`src/ref_fmt_consts.vh`:
```
// Constants for the reference format and genlock status registers.
// Included by the register bank and its serial port; definitions only.
`ifndef REF_FMT_CONSTS_VH
`define REF_FMT_CONSTS_VH

// Register addresses (12-bit serial address space)
`define ADDR_INPUT_FORMAT_SELECT    12'h00f
`define ADDR_AMBIGUOUS_CHOICE       12'h010
`define ADDR_GENLOCK_MASK_0         12'h011
`define ADDR_GENLOCK_MASK_1         12'h012
`define ADDR_GENLOCK_MASK_2         12'h013
`define ADDR_GENLOCK_MASK_3         12'h014
`define ADDR_LOCK_STATUS_FLAGS      12'h015
`define ADDR_GENLOCK_CONTROL        12'h016

// input_format_select fields
`define FORCE_BIT                   12
`define FORCED_HI                   11
`define FORCED_LO                   6
`define DETECTED_HI                 5
`define DETECTED_LO                 0

// ambiguous_format_choice field
`define AMBIG_HI                    10

// Valid detected codes
`define CODE_MIN                    6'h01
`define CODE_MAX                    6'h36

// lock_status_flags bits
`define ST_REF_LOCK                 5
`define ST_F_LOCK                   4
`define ST_V_LOCK                   3
`define ST_H_LOCK                   2
`define ST_CLK_LOCK                 1
`define ST_REF_PRESENT              0

// genlock control mask bits
`define CTL_F_MASK                  4
`define CTL_V_MASK                  3
`define CTL_H_MASK                  2

// Reset values
`define RST_WORD                    16'h0000

// Serial frame: command word then data word, 16 bits each
`define SER_WORD_BITS               5'd16
`define SER_CMD_READ                15

`endif

```
`src/serial_host_port.v`:
```
// Serial host interface slave: 16-bit command, 16-bit data, MSB first.
// Assumes serial clock well below a quarter of clk_sys_i; pins are async.
`timescale 1ns/1ps
`include "ref_fmt_consts.vh"

module serial_host_port (
    // System
    input  wire        clk_sys_i,
    input  wire        rst_i,
    // Pins
    input  wire        sclk_i,
    input  wire        cs_n_i,
    input  wire        sdin_i,
    output reg         sdout_o,
    output reg         sdout_oe_o,
    // Register side
    output reg         wr_stb_o,
    output reg         rd_stb_o,
    output reg  [11:0] addr_o,
    output reg  [15:0] wdata_o,
    input  wire [15:0] rdata_i
);

    reg  [2:0]  sclk_s;
    reg  [1:0]  cs_s;
    reg  [1:0]  sdin_s;
    reg  [5:0]  bit_cnt;
    reg  [15:0] shift_in;
    reg  [15:0] shift_out;
    reg         is_read;
    reg         load_pend;

    wire sclk_rise = sclk_s[1] & ~sclk_s[2];
    wire sclk_fall = ~sclk_s[1] & sclk_s[2];
    wire selected  = ~cs_s[1];
    wire [15:0] next_shift_in = {shift_in[14:0], sdin_s[1]};

    always @(posedge clk_sys_i or posedge rst_i) begin
        if (rst_i) begin
            sclk_s     <= 3'h0;
            cs_s       <= 2'h3;
            sdin_s     <= 2'h0;
            bit_cnt    <= 6'h00;
            shift_in   <= 16'h0000;
            shift_out  <= 16'h0000;
            is_read    <= 1'b0;
            load_pend  <= 1'b0;
            sdout_o    <= 1'b0;
            sdout_oe_o <= 1'b0;
            wr_stb_o   <= 1'b0;
            rd_stb_o   <= 1'b0;
            addr_o     <= 12'h000;
            wdata_o    <= 16'h0000;
        end else begin
            sclk_s   <= {sclk_s[1:0], sclk_i};
            cs_s     <= {cs_s[0], cs_n_i};
            sdin_s   <= {sdin_s[0], sdin_i};
            wr_stb_o <= 1'b0;
            rd_stb_o <= 1'b0;
            // Read data is captured one cycle after the strobe
            load_pend <= rd_stb_o;
            if (load_pend) begin
                shift_out <= rdata_i;
            end
            if (!selected) begin
                bit_cnt    <= 6'h00;
                is_read    <= 1'b0;
                sdout_oe_o <= 1'b0;
            end else if (sclk_rise) begin
                shift_in <= next_shift_in;
                if (bit_cnt != 6'h3f) begin
                    bit_cnt <= bit_cnt + 6'h01;
                end
                if (bit_cnt == {1'b0, `SER_WORD_BITS} - 6'h01) begin
                    addr_o   <= next_shift_in[11:0];
                    is_read  <= next_shift_in[`SER_CMD_READ];
                    rd_stb_o <= next_shift_in[`SER_CMD_READ];
                end
                if (bit_cnt == {`SER_WORD_BITS, 1'b0} - 6'h01 && !is_read) begin
                    wdata_o  <= next_shift_in;
                    wr_stb_o <= 1'b1;
                end
            end else if (sclk_fall && is_read && bit_cnt >= {1'b0, `SER_WORD_BITS}) begin
                // Data bits leave on falling edges, host samples on rising
                sdout_oe_o <= 1'b1;
                sdout_o    <= shift_out[15];
                shift_out  <= {shift_out[14:0], 1'b0};
            end
        end
    end

endmodule // serial_host_port

```
`src/ref_format_genlock_status_regs.v`:
```
// Reference format select and genlock status register bank.
// Assumes lock and detector inputs are synchronous to clk_sys_i.
//
// Contract
// - Force bit makes forced code the input standard
// - Forcing selects bits 11-6, ignores detected field
// - Detector writes recognised code into bits 5-0
// - Detected reads zero unless recognised, 1..54
// - Ambiguous choice field steers detector disambiguation
// - Mask bit n blocks genlock to code n
// - Mask spread over four 16-bit registers, low first
// - Overall lock needs bits 4-2 set or masked, bit 1 set
// - Lock-lost pin is inverse of overall lock
// - F lock follows V lock without field sync
// - V and H lock flags follow their genlock
// - Clock lock needs both video and audio PLLs
// - Reference present flag; reference-lost pin inverted
// - Control register holds F, V, H lock masks
// - All registers individually addressable over serial port
`timescale 1ns/1ps
`include "ref_fmt_consts.vh"

module ref_format_genlock_status_regs (
    // System
    input  wire        clk_sys_i,
    input  wire        rst_i,
    // Serial host interface pins
    input  wire        sclk_i,
    input  wire        cs_n_i,
    input  wire        sdin_i,
    output wire        sdout_o,
    output wire        sdout_oe_o,
    // Format detector
    input  wire        det_valid_i,
    input  wire [5:0]  det_code_i,
    input  wire        ref_valid_i,
    input  wire        field_sync_seen_i,
    // Genlock engine lock indications
    input  wire        h_locked_i,
    input  wire        v_locked_i,
    input  wire        f_locked_i,
    input  wire        video_pll_locked_i,
    input  wire        audio_pll_locked_i,
    // To detector and genlock engine
    output reg  [5:0]  video_format_code_o,
    output reg  [10:0] ambiguous_choice_o,
    output reg         genlock_permit_o,
    // Status pins
    output reg         lock_lost_o,
    output reg         ref_lost_o
);

    // Serial port side
    wire        wr_stb;
    wire        rd_stb;
    wire [11:0] addr;
    wire [15:0] wdata;
    reg  [15:0] rdata;

    // Host registers
    reg         force_format;
    reg  [5:0]  forced_code;
    reg  [5:0]  detected_code;
    reg  [10:0] ambiguous_choice;
    reg  [63:0] genlock_mask;
    reg  [2:0]  lock_mask;

    // Status flags
    reg  [5:0]  status_flags;
    reg  [5:0]  next_status;
    reg  [5:0]  next_detected;
    reg  [5:0]  next_format;
    reg         f_eff;
    reg         clk_lock;
    reg         ref_lock;

    serial_host_port u_port (
        .clk_sys_i  (clk_sys_i),
        .rst_i      (rst_i),
        .sclk_i     (sclk_i),
        .cs_n_i     (cs_n_i),
        .sdin_i     (sdin_i),
        .sdout_o    (sdout_o),
        .sdout_oe_o (sdout_oe_o),
        .wr_stb_o   (wr_stb),
        .rd_stb_o   (rd_stb),
        .addr_o     (addr),
        .wdata_o    (wdata),
        .rdata_i    (rdata)
    );

    // True when a code is one the detector may report
    function code_ok;
        input [5:0] code;
        begin
            code_ok = (code >= `CODE_MIN) && (code <= `CODE_MAX);
        end
    endfunction

    // Select one 16-bit slice of the mask
    function [15:0] mask_slice;
        input [63:0] mask;
        input [1:0]  idx;
        begin
            case (idx)
                2'h0:    mask_slice = mask[15:0];
                2'h1:    mask_slice = mask[31:16];
                2'h2:    mask_slice = mask[47:32];
                default: mask_slice = mask[63:48];
            endcase
        end
    endfunction

    // Detector result, cleared when nothing usable is applied
    always @* begin
        if (ref_valid_i && det_valid_i && code_ok(det_code_i)) begin
            next_detected = det_code_i;
        end else begin
            next_detected = 6'h00;
        end
    end

    // Effective input standard
    always @* begin
        if (force_format) begin
            next_format = forced_code;
        end else begin
            next_format = next_detected;
        end
    end

    // Lock flag formation
    always @* begin
        if (field_sync_seen_i) begin
            f_eff = f_locked_i;
        end else begin
            f_eff = v_locked_i;
        end
        clk_lock = video_pll_locked_i & audio_pll_locked_i;
        ref_lock = (f_eff | lock_mask[2])
                 & (v_locked_i | lock_mask[1])
                 & (h_locked_i | lock_mask[0])
                 & clk_lock;
        next_status = 6'h00;
        next_status[`ST_REF_LOCK]    = ref_lock;
        next_status[`ST_F_LOCK]      = f_eff;
        next_status[`ST_V_LOCK]      = v_locked_i;
        next_status[`ST_H_LOCK]      = h_locked_i;
        next_status[`ST_CLK_LOCK]    = clk_lock;
        next_status[`ST_REF_PRESENT] = ref_valid_i;
    end

    // Status and outputs, refreshed every cycle; pins share the flag's edge
    always @(posedge clk_sys_i or posedge rst_i) begin
        if (rst_i) begin
            status_flags        <= 6'h00;
            detected_code       <= 6'h00;
            video_format_code_o <= 6'h00;
            ambiguous_choice_o  <= 11'h000;
            genlock_permit_o    <= 1'b0;
            lock_lost_o         <= 1'b1;
            ref_lost_o          <= 1'b1;
        end else begin
            status_flags        <= next_status;
            detected_code       <= next_detected;
            video_format_code_o <= next_format;
            ambiguous_choice_o  <= ambiguous_choice;
            // Code zero means no standard, so it never permits genlock
            genlock_permit_o    <= (next_format != 6'h00)
                                 & ~genlock_mask[next_format];
            lock_lost_o         <= ~next_status[`ST_REF_LOCK];
            ref_lost_o          <= ~next_status[`ST_REF_PRESENT];
        end
    end

    // Host writes; reserved bits are dropped whatever the host sends
    always @(posedge clk_sys_i or posedge rst_i) begin
        if (rst_i) begin
            force_format     <= 1'b0;
            forced_code      <= 6'h00;
            ambiguous_choice <= 11'h000;
            genlock_mask     <= {4{`RST_WORD}};
            lock_mask        <= 3'h0;
        end else if (wr_stb) begin
            case (addr)
                `ADDR_INPUT_FORMAT_SELECT: begin
                    force_format <= wdata[`FORCE_BIT];
                    forced_code  <= wdata[`FORCED_HI:`FORCED_LO];
                end
                `ADDR_AMBIGUOUS_CHOICE: begin
                    ambiguous_choice <= wdata[`AMBIG_HI:0];
                end
                `ADDR_GENLOCK_MASK_0: begin
                    genlock_mask[15:0] <= wdata;
                end
                `ADDR_GENLOCK_MASK_1: begin
                    genlock_mask[31:16] <= wdata;
                end
                `ADDR_GENLOCK_MASK_2: begin
                    genlock_mask[47:32] <= wdata;
                end
                `ADDR_GENLOCK_MASK_3: begin
                    genlock_mask[63:48] <= wdata;
                end
                `ADDR_GENLOCK_CONTROL: begin
                    lock_mask <= wdata[`CTL_F_MASK:`CTL_H_MASK];
                end
                default: begin
                    // Status and unmapped addresses ignore writes
                end
            endcase
        end
    end

    // Read mux; unmapped addresses return zero
    always @* begin
        rdata = 16'h0000;
        case (addr)
            `ADDR_INPUT_FORMAT_SELECT: begin
                rdata[`FORCE_BIT]               = force_format;
                rdata[`FORCED_HI:`FORCED_LO]    = forced_code;
                rdata[`DETECTED_HI:`DETECTED_LO] = detected_code;
            end
            `ADDR_AMBIGUOUS_CHOICE: begin
                rdata[`AMBIG_HI:0] = ambiguous_choice;
            end
            `ADDR_GENLOCK_MASK_0: begin
                rdata = mask_slice(genlock_mask, 2'h0);
            end
            `ADDR_GENLOCK_MASK_1: begin
                rdata = mask_slice(genlock_mask, 2'h1);
            end
            `ADDR_GENLOCK_MASK_2: begin
                rdata = mask_slice(genlock_mask, 2'h2);
            end
            `ADDR_GENLOCK_MASK_3: begin
                rdata = mask_slice(genlock_mask, 2'h3);
            end
            `ADDR_LOCK_STATUS_FLAGS: begin
                rdata[5:0] = status_flags;
            end
            `ADDR_GENLOCK_CONTROL: begin
                rdata[`CTL_F_MASK:`CTL_H_MASK] = lock_mask;
            end
            default: begin
                rdata = 16'h0000;
            end
        endcase
    end

endmodule // ref_format_genlock_status_regs

```
`config.mk`:
```
export PLATFORM = sky130hd
export DESIGN_NAME = ref_format_genlock_status_regs
export DESIGN_NICKNAME = d
export VERILOG_FILES = /design/src/serial_host_port.v /design/src/ref_format_genlock_status_regs.v
export VERILOG_INCLUDE_DIRS = /design/src
export SDC_FILE = /design/constraint.sdc
export NUM_CORES = 1
export LEC_CHECK = 0
export ABC_AREA = 1
export BUFFER_PORTS_ARGS = -buffer_cell sky130_fd_sc_hd__buf_2
export CORE_MARGIN = 3
export CORE_UTILIZATION = 55
export CTS_CLUSTER_SIZE = 14
export DETAILED_ROUTE_END_ITERATION = 6
export HOLD_SLACK_MARGIN = 0.12
export PLACE_DENSITY_LB_ADDON = 0.2
export SLEW_MARGIN = 20
export SYNTH_ARGS = -nofsm -noshare
export SYNTH_HDL_FRONTEND = slang
export SYNTH_SLANG_ARGS = --single-unit
```
`constraint.sdc`:
```
create_clock -name clk_sys_i -period 6.7 [get_ports clk_sys_i]
set_input_delay 1.34 -clock clk_sys_i [delete_from_list [all_inputs] [get_ports clk_sys_i]]
set_output_delay 1.34 -clock clk_sys_i [all_outputs]
set_load 0.005 [all_outputs]
```
==> results.sh, run 1 <==
export IMPL_finalNetCount=1062
export IMPL_row_count=45
export IMPL_yosysWarningCount=0
export IMPL_synth_top_area_share=0.546
export IMPL_grt_use_total=0.264
export IMPL_drive_gt1_frac=0.100
export IMPL_dp_cells=1234
export IMPL_max_slew_margin=0.329
export IMPL_synth_area_um2=8750
export IMPL_grt_pass1_wl_mm=36.5
export IMPL_wirelength_mm=22.5
export IMPL_crit_type="flip-flop to flip-flop"
export IMPL_cp_end_kind="flip-flop"
export IMPL_clockPowerShare=0.446
export IMPL_syn_inst=1018
export IMPL_antenna_found_initial=0
export IMPL_start_util=0.569
export IMPL_fill_cells=1327
export IMPL_switching_share=0.229
export IMPL_p_int_uw=1840
export IMPL_switchingPower_uw=547
export IMPL_ys_ff_latch=195
export IMPL_yosys_area_top_type="dfrtp_1"
export IMPL_clk_pin_slew_ns=0.07
export IMPL_postSynthAreaPerCell_um2=8.60
export IMPL_r2r_cells=7
export IMPL_final_max_slew_viol_count=0
export IMPL_power_uw=2390
export IMPL_cts_root_buf="clkbuf_16"
export IMPL_critical_path_startpoint_type="flip-flop"
export IMPL_power_frac_comb=0.042
export IMPL_gp_congestion=0.958
export IMPL_worst_ir_drop_vdd_mv=0.195
export IMPL_die_w_um=132
export IMPL_max_cap_viol_count=0
export IMPL_grt_pass1_vias=6927
export IMPL_io_pins=41
export IMPL_fin_setup_tns_ns=0
export IMPL_holdBufCountCts=0
export IMPL_fin_crit_sh=0.449
export IMPL_rrSetupSlack_ns=3.69
export IMPL_whs_ns=0.350
export IMPL_yosysSeqAreaShare=0.558
export IMPL_insertion_delay_ns=0.44
export IMPL_outcome="completed"
export IMPL_hold_path_class="flip-flop to flip-flop"
export IMPL_yosysMostFrequentCell="nand2_1"
export IMPL_synth_edf_count=0
export IMPL_cp_required_ns=7.02
export IMPL_min_path_cells=0
export IMPL_antenna_cells=0
export IMPL_synth_flop_cell="dfrtp_1"
export IMPL_io_buffers=40
export IMPL_final_cells=1266
export IMPL_routedWlPerCell_um=17.8
export IMPL_hold_violations=0
export IMPL_p_leak_uw=0.00452
export IMPL_cts_setup_buffers=0
export IMPL_worstMarginPinSlew_ns=1.00
export IMPL_htreeDepth=4
export IMPL_viasPerCell=5.72
export IMPL_skew_ns=0.00880
export IMPL_r2r_start="u_port.addr_o[6]"
export IMPL_grt_max_degree=131
export IMPL_max_clock_freq_mhz=332
export IMPL_cp_max_fo=32
export IMPL_fp_dieArea_um2=17500
export IMPL_cts_tree="built"
export IMPL_async_flop_share=1.00
export IMPL_syn_nets=1038
export IMPL_clockBufferDepth=2
export IMPL_hold_start="u_port.sdin_s[0]"
export IMPL_fp_coreArea_um2=15400
export IMPL_cts_resized=0
export IMPL_ys_top_cells_by_count="nand2_1 (245), dfrtp_1 (191), o21ai_0 (142)"
export IMPL_multi_input_area_um2=3170
export IMPL_finalCriticalPeriod_ns=3.01
export IMPL_worstHoldEndpoint="u_port.sdin_s[1]"
export IMPL_r2r_end="genlock_mask[8]"
export IMPL_ys_types=42
export IMPL_overflow=0
export IMPL_ys_top_cells_by_area="dfrtp_1 (55%), nand2_1 (11%), o21ai_0 (8.1%)"
export IMPL_place_hpwl_mm=15.2
export IMPL_powerDensity_nw_per_um2=246
export IMPL_first_pass_iters=7
export IMPL_area_delta_synth_final_pct=10.6
export IMPL_rsz0062_at_grt="no"
export IMPL_drcViolationCount=0
export IMPL_cts_sinks=195
export IMPL_crit_arrival_ns=3.33
export IMPL_drt_iter0_markers=1033
export IMPL_setup_violations=0
export IMPL_ant_nets=0
export IMPL_p_seq_frac=0.512
export IMPL_register_area_um2=4880
export IMPL_die_h_um=132
export IMPL_vias=7244
export IMPL_numCtsBuffers=17
[registers in the layout (all words and copies together), names as in the netlist, 11 cells and up]
register            count
genlock_mask           64
u_port.shift_out       16
u_port.wdata_o         16
u_port.shift_in        15
u_port.addr_o          12
ambiguous_choice       11
ambiguous_choice_o     11
[kinds of logic (layout without fill, tap and decap cells)]
group | after synthesis | count (layout) | share of synthesized area
flip-flops | 195 | 195 | 0.558
adder cells (fa/ha/maj) | 1 | 1 | 0.00143
AO/OA/AOI/OAI | 236 | 236 | 0.152
multiplexers | 1 | 1 | 0.00129
buffers and inverters | 171 | 208 | 0.0798
AND/OR/NAND/NOR | 414 | 414 | 0.208
[worst max-delay path by stage]
stage                     slack (ns)                   to             start  depth (start not counted)
after floorplan                 0.05  ambiguous_choice[0]             rst_i                          1
after global placement          3.62     genlock_permit_o     det_code_i[5]                         13
after detailed placement        3.59     genlock_permit_o     det_code_i[5]                         14
after CTS                       3.78      genlock_mask[8]  u_port.addr_o[6]                          7
after global routing            3.42      genlock_mask[8]  u_port.addr_o[6]                          7
final                           3.69      genlock_mask[8]  u_port.addr_o[6]                          7
[area by class of cell]
cell class | count | share of cell area
Multi-Input combinational cell | 652 | 0.328
Clock buffer | 21 | 0.0465
Sequential cell | 195 | 0.505
Clock inverter | 11 | 0.0169
Timing Repair Buffer | 46 | 0.0253
Inverter | 130 | 0.0512
Tap cell | 211 | 0.0273
[power groups by stage]
stage	logic [µW]	clock network, µW	registers (µW)
detailed placement	101	0	1240
global route	116	1120	1220
global placement	98.7	0	1240
finish	99.8	1060	1220
floorplan	72.6	0	1240
CTS	102	1070	1220
[stage by stage]
step	utilization	cell area (µm²)	setup WS, ns
detailed placement	0.589	9060	3.59
global route	0.630	9680	3.42
finish	0.630	9680	3.69
global placement	0.589	9060	3.62
CTS	0.629	9670	3.78
floorplan	-	8750	0.0544
[layer usage]
layer  wire length [µm]  global-route usage
met2              10200               0.399
met3               1760              0.0637
met4                471              0.0770
met5                  0                   0
met1              10100               0.383
[worst max-delay path, cell delays in order, from the launching register on]
cell and delay [ns]:
dfrtp_1 0.40, nor2_1 0.14, nand3b_1 0.17, nor2_4 0.36
nand2_1 0.41, inv_1 0.33, nand2_1 0.65, o21ai_0 0.42
[layout by cell type (no fill, tap or decap), types with 2 or more instances in the layout]
cell / instances
inv_6: 5
buf_4: 6
nand3_2: 4
nand3_1: 87
o21ai_0: 142
nor2_1: 51
nor3_1: 3
bufinv_16: 3
nand2_4: 3
a32o_1: 3
dfrtp_1: 191
o41ai_1: 4
dfstp_2: 4
nand4_1: 4
o31ai_1: 7
clkinv_1: 3
nand2_1: 245
a21oi_1: 39
nand2_2: 4
o22ai_1: 22
inv_1: 124
nor4_1: 3
o211ai_1: 6
nor4_4: 2
clkbuf_16: 17
clkbuf_1: 3
buf_2: 40
o21ai_1: 6
o21ai_4: 2
o221ai_1: 2
nor2_4: 2
inv_2: 2
(Power assumes the default switching activity.)
==> inputs of run 2 (changes only) <==
--- a/config.mk
+++ b/config.mk
@@ -6,10 +6,10 @@
 export SDC_FILE = /design/constraint.sdc
 export NUM_CORES = 1
 export LEC_CHECK = 0
-export ABC_AREA = 1
+export ABC_AREA = 0
 export BUFFER_PORTS_ARGS = -buffer_cell sky130_fd_sc_hd__buf_2
 export CORE_MARGIN = 3
-export CORE_UTILIZATION = 55
+export CORE_UTILIZATION = 60
 export CTS_CLUSTER_SIZE = 14
 export DETAILED_ROUTE_END_ITERATION = 6
 export HOLD_SLACK_MARGIN = 0.12
==> constraint.sdc (replaced) <==
create_clock -name clk_sys_i -period 2.85 [get_ports clk_sys_i]
set_input_delay 0.57 -clock clk_sys_i [delete_from_list [all_inputs] [get_ports clk_sys_i]]
set_output_delay 0.57 -clock clk_sys_i [all_outputs]
set_load 0.005 [all_outputs]
==> run 2 against run 1 <==
Effect of this change: the run now ends with design-rule violations left; combinational power rose by 120%; clock power rose by 120%; clock-buffer cell count unchanged; synthesized cell count down 33%; highest routed layer unchanged; critical endpoint is now ambiguous_choice[10]; design area hardly changed; via count fell by 19%; largest cell class unchanged; worst setup slack got worse by 3.5 ns; sequential power is 140% higher; cell count is 27% lower; sequential cell count is the same; largest power group unchanged; die area down 9.9%.
==> results.sh, run 2 <==
export IMPL_final_max_slew_viol_count=0
export IMPL_final_cells=922
export IMPL_layout_commonest_cell="dfrtp_1"
export IMPL_crit_arrival_ns=2.96
export IMPL_wl_met2_mm=9.35
export IMPL_synth_area_um2=8560
export IMPL_ys_top_cells_by_area="dfrtp_1 (56%), mux2_2 (17%), nand2_1 (2.5%)"
export IMPL_critPathMaxStageDelay_ns=0.47
export IMPL_hold_path_class="primary input to flip-flop"
export IMPL_synth_xor_area_frac=0.00307
export IMPL_die_w_um=125
export IMPL_viasPerCell=6.38
export IMPL_final_cell_mix="dfrtp_1 (191), mux2_2 (130), nand2_1 (57), nor2_1 (40), buf_2 (40)"
export IMPL_io_pins=41
export IMPL_row_count=43
export IMPL_fp_coreArea_um2=13900
export IMPL_synthSimpleGateAreaFrac=0.0928
export IMPL_place_hpwl_mm=13.8
export IMPL_dpl_cell_area_um2=9070
export IMPL_cp_max_fo=12
export IMPL_grt_max_degree=97
export IMPL_fp_dieArea_um2=15700
export IMPL_fin_util=0.694
export IMPL_fin_crit_sh=0.928
export IMPL_setup_slack_ns=0.205
export IMPL_finalNetCount=749
export IMPL_finalCriticalPeriod_ns=2.65
export IMPL_antenna_cells=0
export IMPL_pre_cts_ws_ns=0.141
export IMPL_cp_required_ns=3.17
export IMPL_drcViolationCount=3
export IMPL_synth_fa_ha_area_frac=0.00146
export IMPL_cp_slowest_cell="or3_1"
export IMPL_met1Wirelength_mm=8.35
export IMPL_cp_end_kind="flip-flop"
export IMPL_critical_path_startpoint_type="flip-flop"
export IMPL_hold_violations=0
export IMPL_yosysSeqAreaShare=0.571
export IMPL_min_path_cells=1
export IMPL_rsz0062_at_grt="no"
export IMPL_htreeDepth=4
export IMPL_holdBufCountCts=1
export IMPL_max_slew_margin=0.503
export IMPL_max_cap_viol_count=0
export IMPL_regMostFlops="genlock_mask"
export IMPL_synth_edf_count=0
export IMPL_overflow=0
export IMPL_drive_gt1_frac=0.352
export IMPL_vias=5884
export IMPL_grt_use_total=0.264
export IMPL_cts_resized=0
export IMPL_synthMuxAreaShare=0.210
export IMPL_crit_type="flip-flop to flip-flop"
export IMPL_clockBufferDepth=2
export IMPL_skew_ns=0.0124
export IMPL_numCtsBuffers=17
export IMPL_cts_tree="built"
export IMPL_wl_met3_mm=1.59
export IMPL_ys_ff_latch=195
export IMPL_cts_root_buf="clkbuf_16"
export IMPL_cts_setup_buffers=0
export IMPL_area_delta_synth_final_pct=13.0
export IMPL_synth_compound_area_frac=0.0963
export IMPL_worstMarginPinSlew_ns=0.744
export IMPL_finalInstanceArea_um2=9680
export IMPL_syn_nets=697
export IMPL_ant_nets=0
export IMPL_cts_sinks=195
export IMPL_die_h_um=125
export IMPL_p_leak_uw=0.00469
export IMPL_ys_types=56
export IMPL_yosysMostFrequentCell="dfrtp_1"
export IMPL_antenna_found_initial=0
export IMPL_r2r_cells=6
export IMPL_drt_iter0_markers=645
export IMPL_start_util=0.614
export IMPL_async_flop_share=1.00
export IMPL_gp_congestion=0.947
export IMPL_synth_top_family_by_area="multiplexers"
export IMPL_first_pass_iters=7
export IMPL_yosysWarningCount=0
export IMPL_yosys_area_top_type="dfrtp_1"
export IMPL_largestRegisters="genlock_mask (64), u_port.shift_out (16), u_port.wdata_o (16)"
export IMPL_ys_top_cells_by_count="dfrtp_1 (191), mux2_2 (130), nand2_1 (57)"
export IMPL_max_clock_freq_mhz=378
export IMPL_powerDensity_nw_per_um2=569
export IMPL_path_cells="or3_4 -> or3_1 -> nor4_2 -> buf_4 -> nand2_1 -> mux2_2"
export IMPL_synth_top_area_share=0.558
export IMPL_grt_pass1_wl_mm=32.3
export IMPL_wirelength_mm=19.9
export IMPL_postSynthAreaPerCell_um2=12.6
export IMPL_grt_pass1_vias=6001
export IMPL_setup_violations=0
export IMPL_syn_inst=677
export IMPL_clk_pin_slew_ns=0.07
export IMPL_synth_flop_cell="dfrtp_1"
export IMPL_violations="design-rule violations"
export IMPL_dp_cells=889
export IMPL_io_buffers=40
export IMPL_routedWlPerCell_um=21.6
export IMPL_largest_reg_flops=64
export IMPL_insertion_delay_ns=0.44
export IMPL_worst_ir_drop_vdd_mv=0.545
export IMPL_outcome="finished with violations"
export IMPL_highest_layer="met4"
[run 2: cell types whose count changed after synthesis, moves of 10 or more]
cell / delta
o21ai_0: -138
a222oi_1: +14
a22oi_1: +16
o22ai_1: -22
mux2_2: +129
mux2_4: +10
nor2_1: -11
a221oi_1: +15
mux2i_1: +14
inv_1: -112
nand3_1: -76
nand2_1: -188
[run 2: stage by stage]
stage	setup TNS [ns]	hold WS, ns	power, µW
5_1_grt	0	0.221	5700
6_report	0	0.231	5510
3_3_place_gp	0	0.337	3170
3_5_place_dp	0	0.341	3190
2_1_floorplan	-44.91	0.331	3090
4_1_cts	0	0.219	5550
[run 2: path summary, 6_finish.rpt]
path	to	from	slack, ns
max	ambiguous_choice[10]	u_port.addr_o[5]	0.20
min	u_port.cs_s[0]	cs_n_i	0.23
max reg2reg	ambiguous_choice[10]	u_port.addr_o[5]	0.20
min reg2reg	u_port.sclk_s[1]	u_port.sclk_s[0]	0.35
max in group asynchronous	genlock_mask[11]	rst_i	1.49
min in group asynchronous	u_port.shift_in[0]	rst_i	0.60
[run 2: cell families (layout without fill, tap and decap cells)]
kind of cell,Yosys count,after routing
buffers and inverters,50,115
multiplexers,156,156
AND/OR/NAND/NOR,157,157
XOR/XNOR,3,3
flip-flops,195,195
adder cells (fa/ha/maj),1,1
AO/OA/AOI/OAI,115,115
[run 2: worst max-delay path, delay by kind of cell (launching register included)]
kind | cells | cell delay (ns)
simple gates | 4 | 1.45
flops | 1 | 0.38
mux | 1 | 0.43
buf+inv | 1 | 0.26
[run 2: final cells by class]
type,instances,area [µm²]
Tap cell,180,225
Clock buffer,21,480
Sequential cell,195,4880
Timing Repair Buffer,67,443
Fill cell,974,4260
Multi-Input combinational cell,432,3460
Inverter,16,63.8
Clock inverter,11,115
[run 2: layer usage]
layer | global-route usage | vias up
met2 | 0.404 | 292
met4 | 0.0995 | 0
li1 | - | 2601
met3 | 0.0739 | 44
met1 | 0.362 | 2947
met5 | 0 | -
[run 2: power by group]
part	switching, µW	leakage (µW)	internal, µW
clock	1060	0.000286	1320
combinational	127	0.00173	95.5
sequential	69.4	0.00267	2840
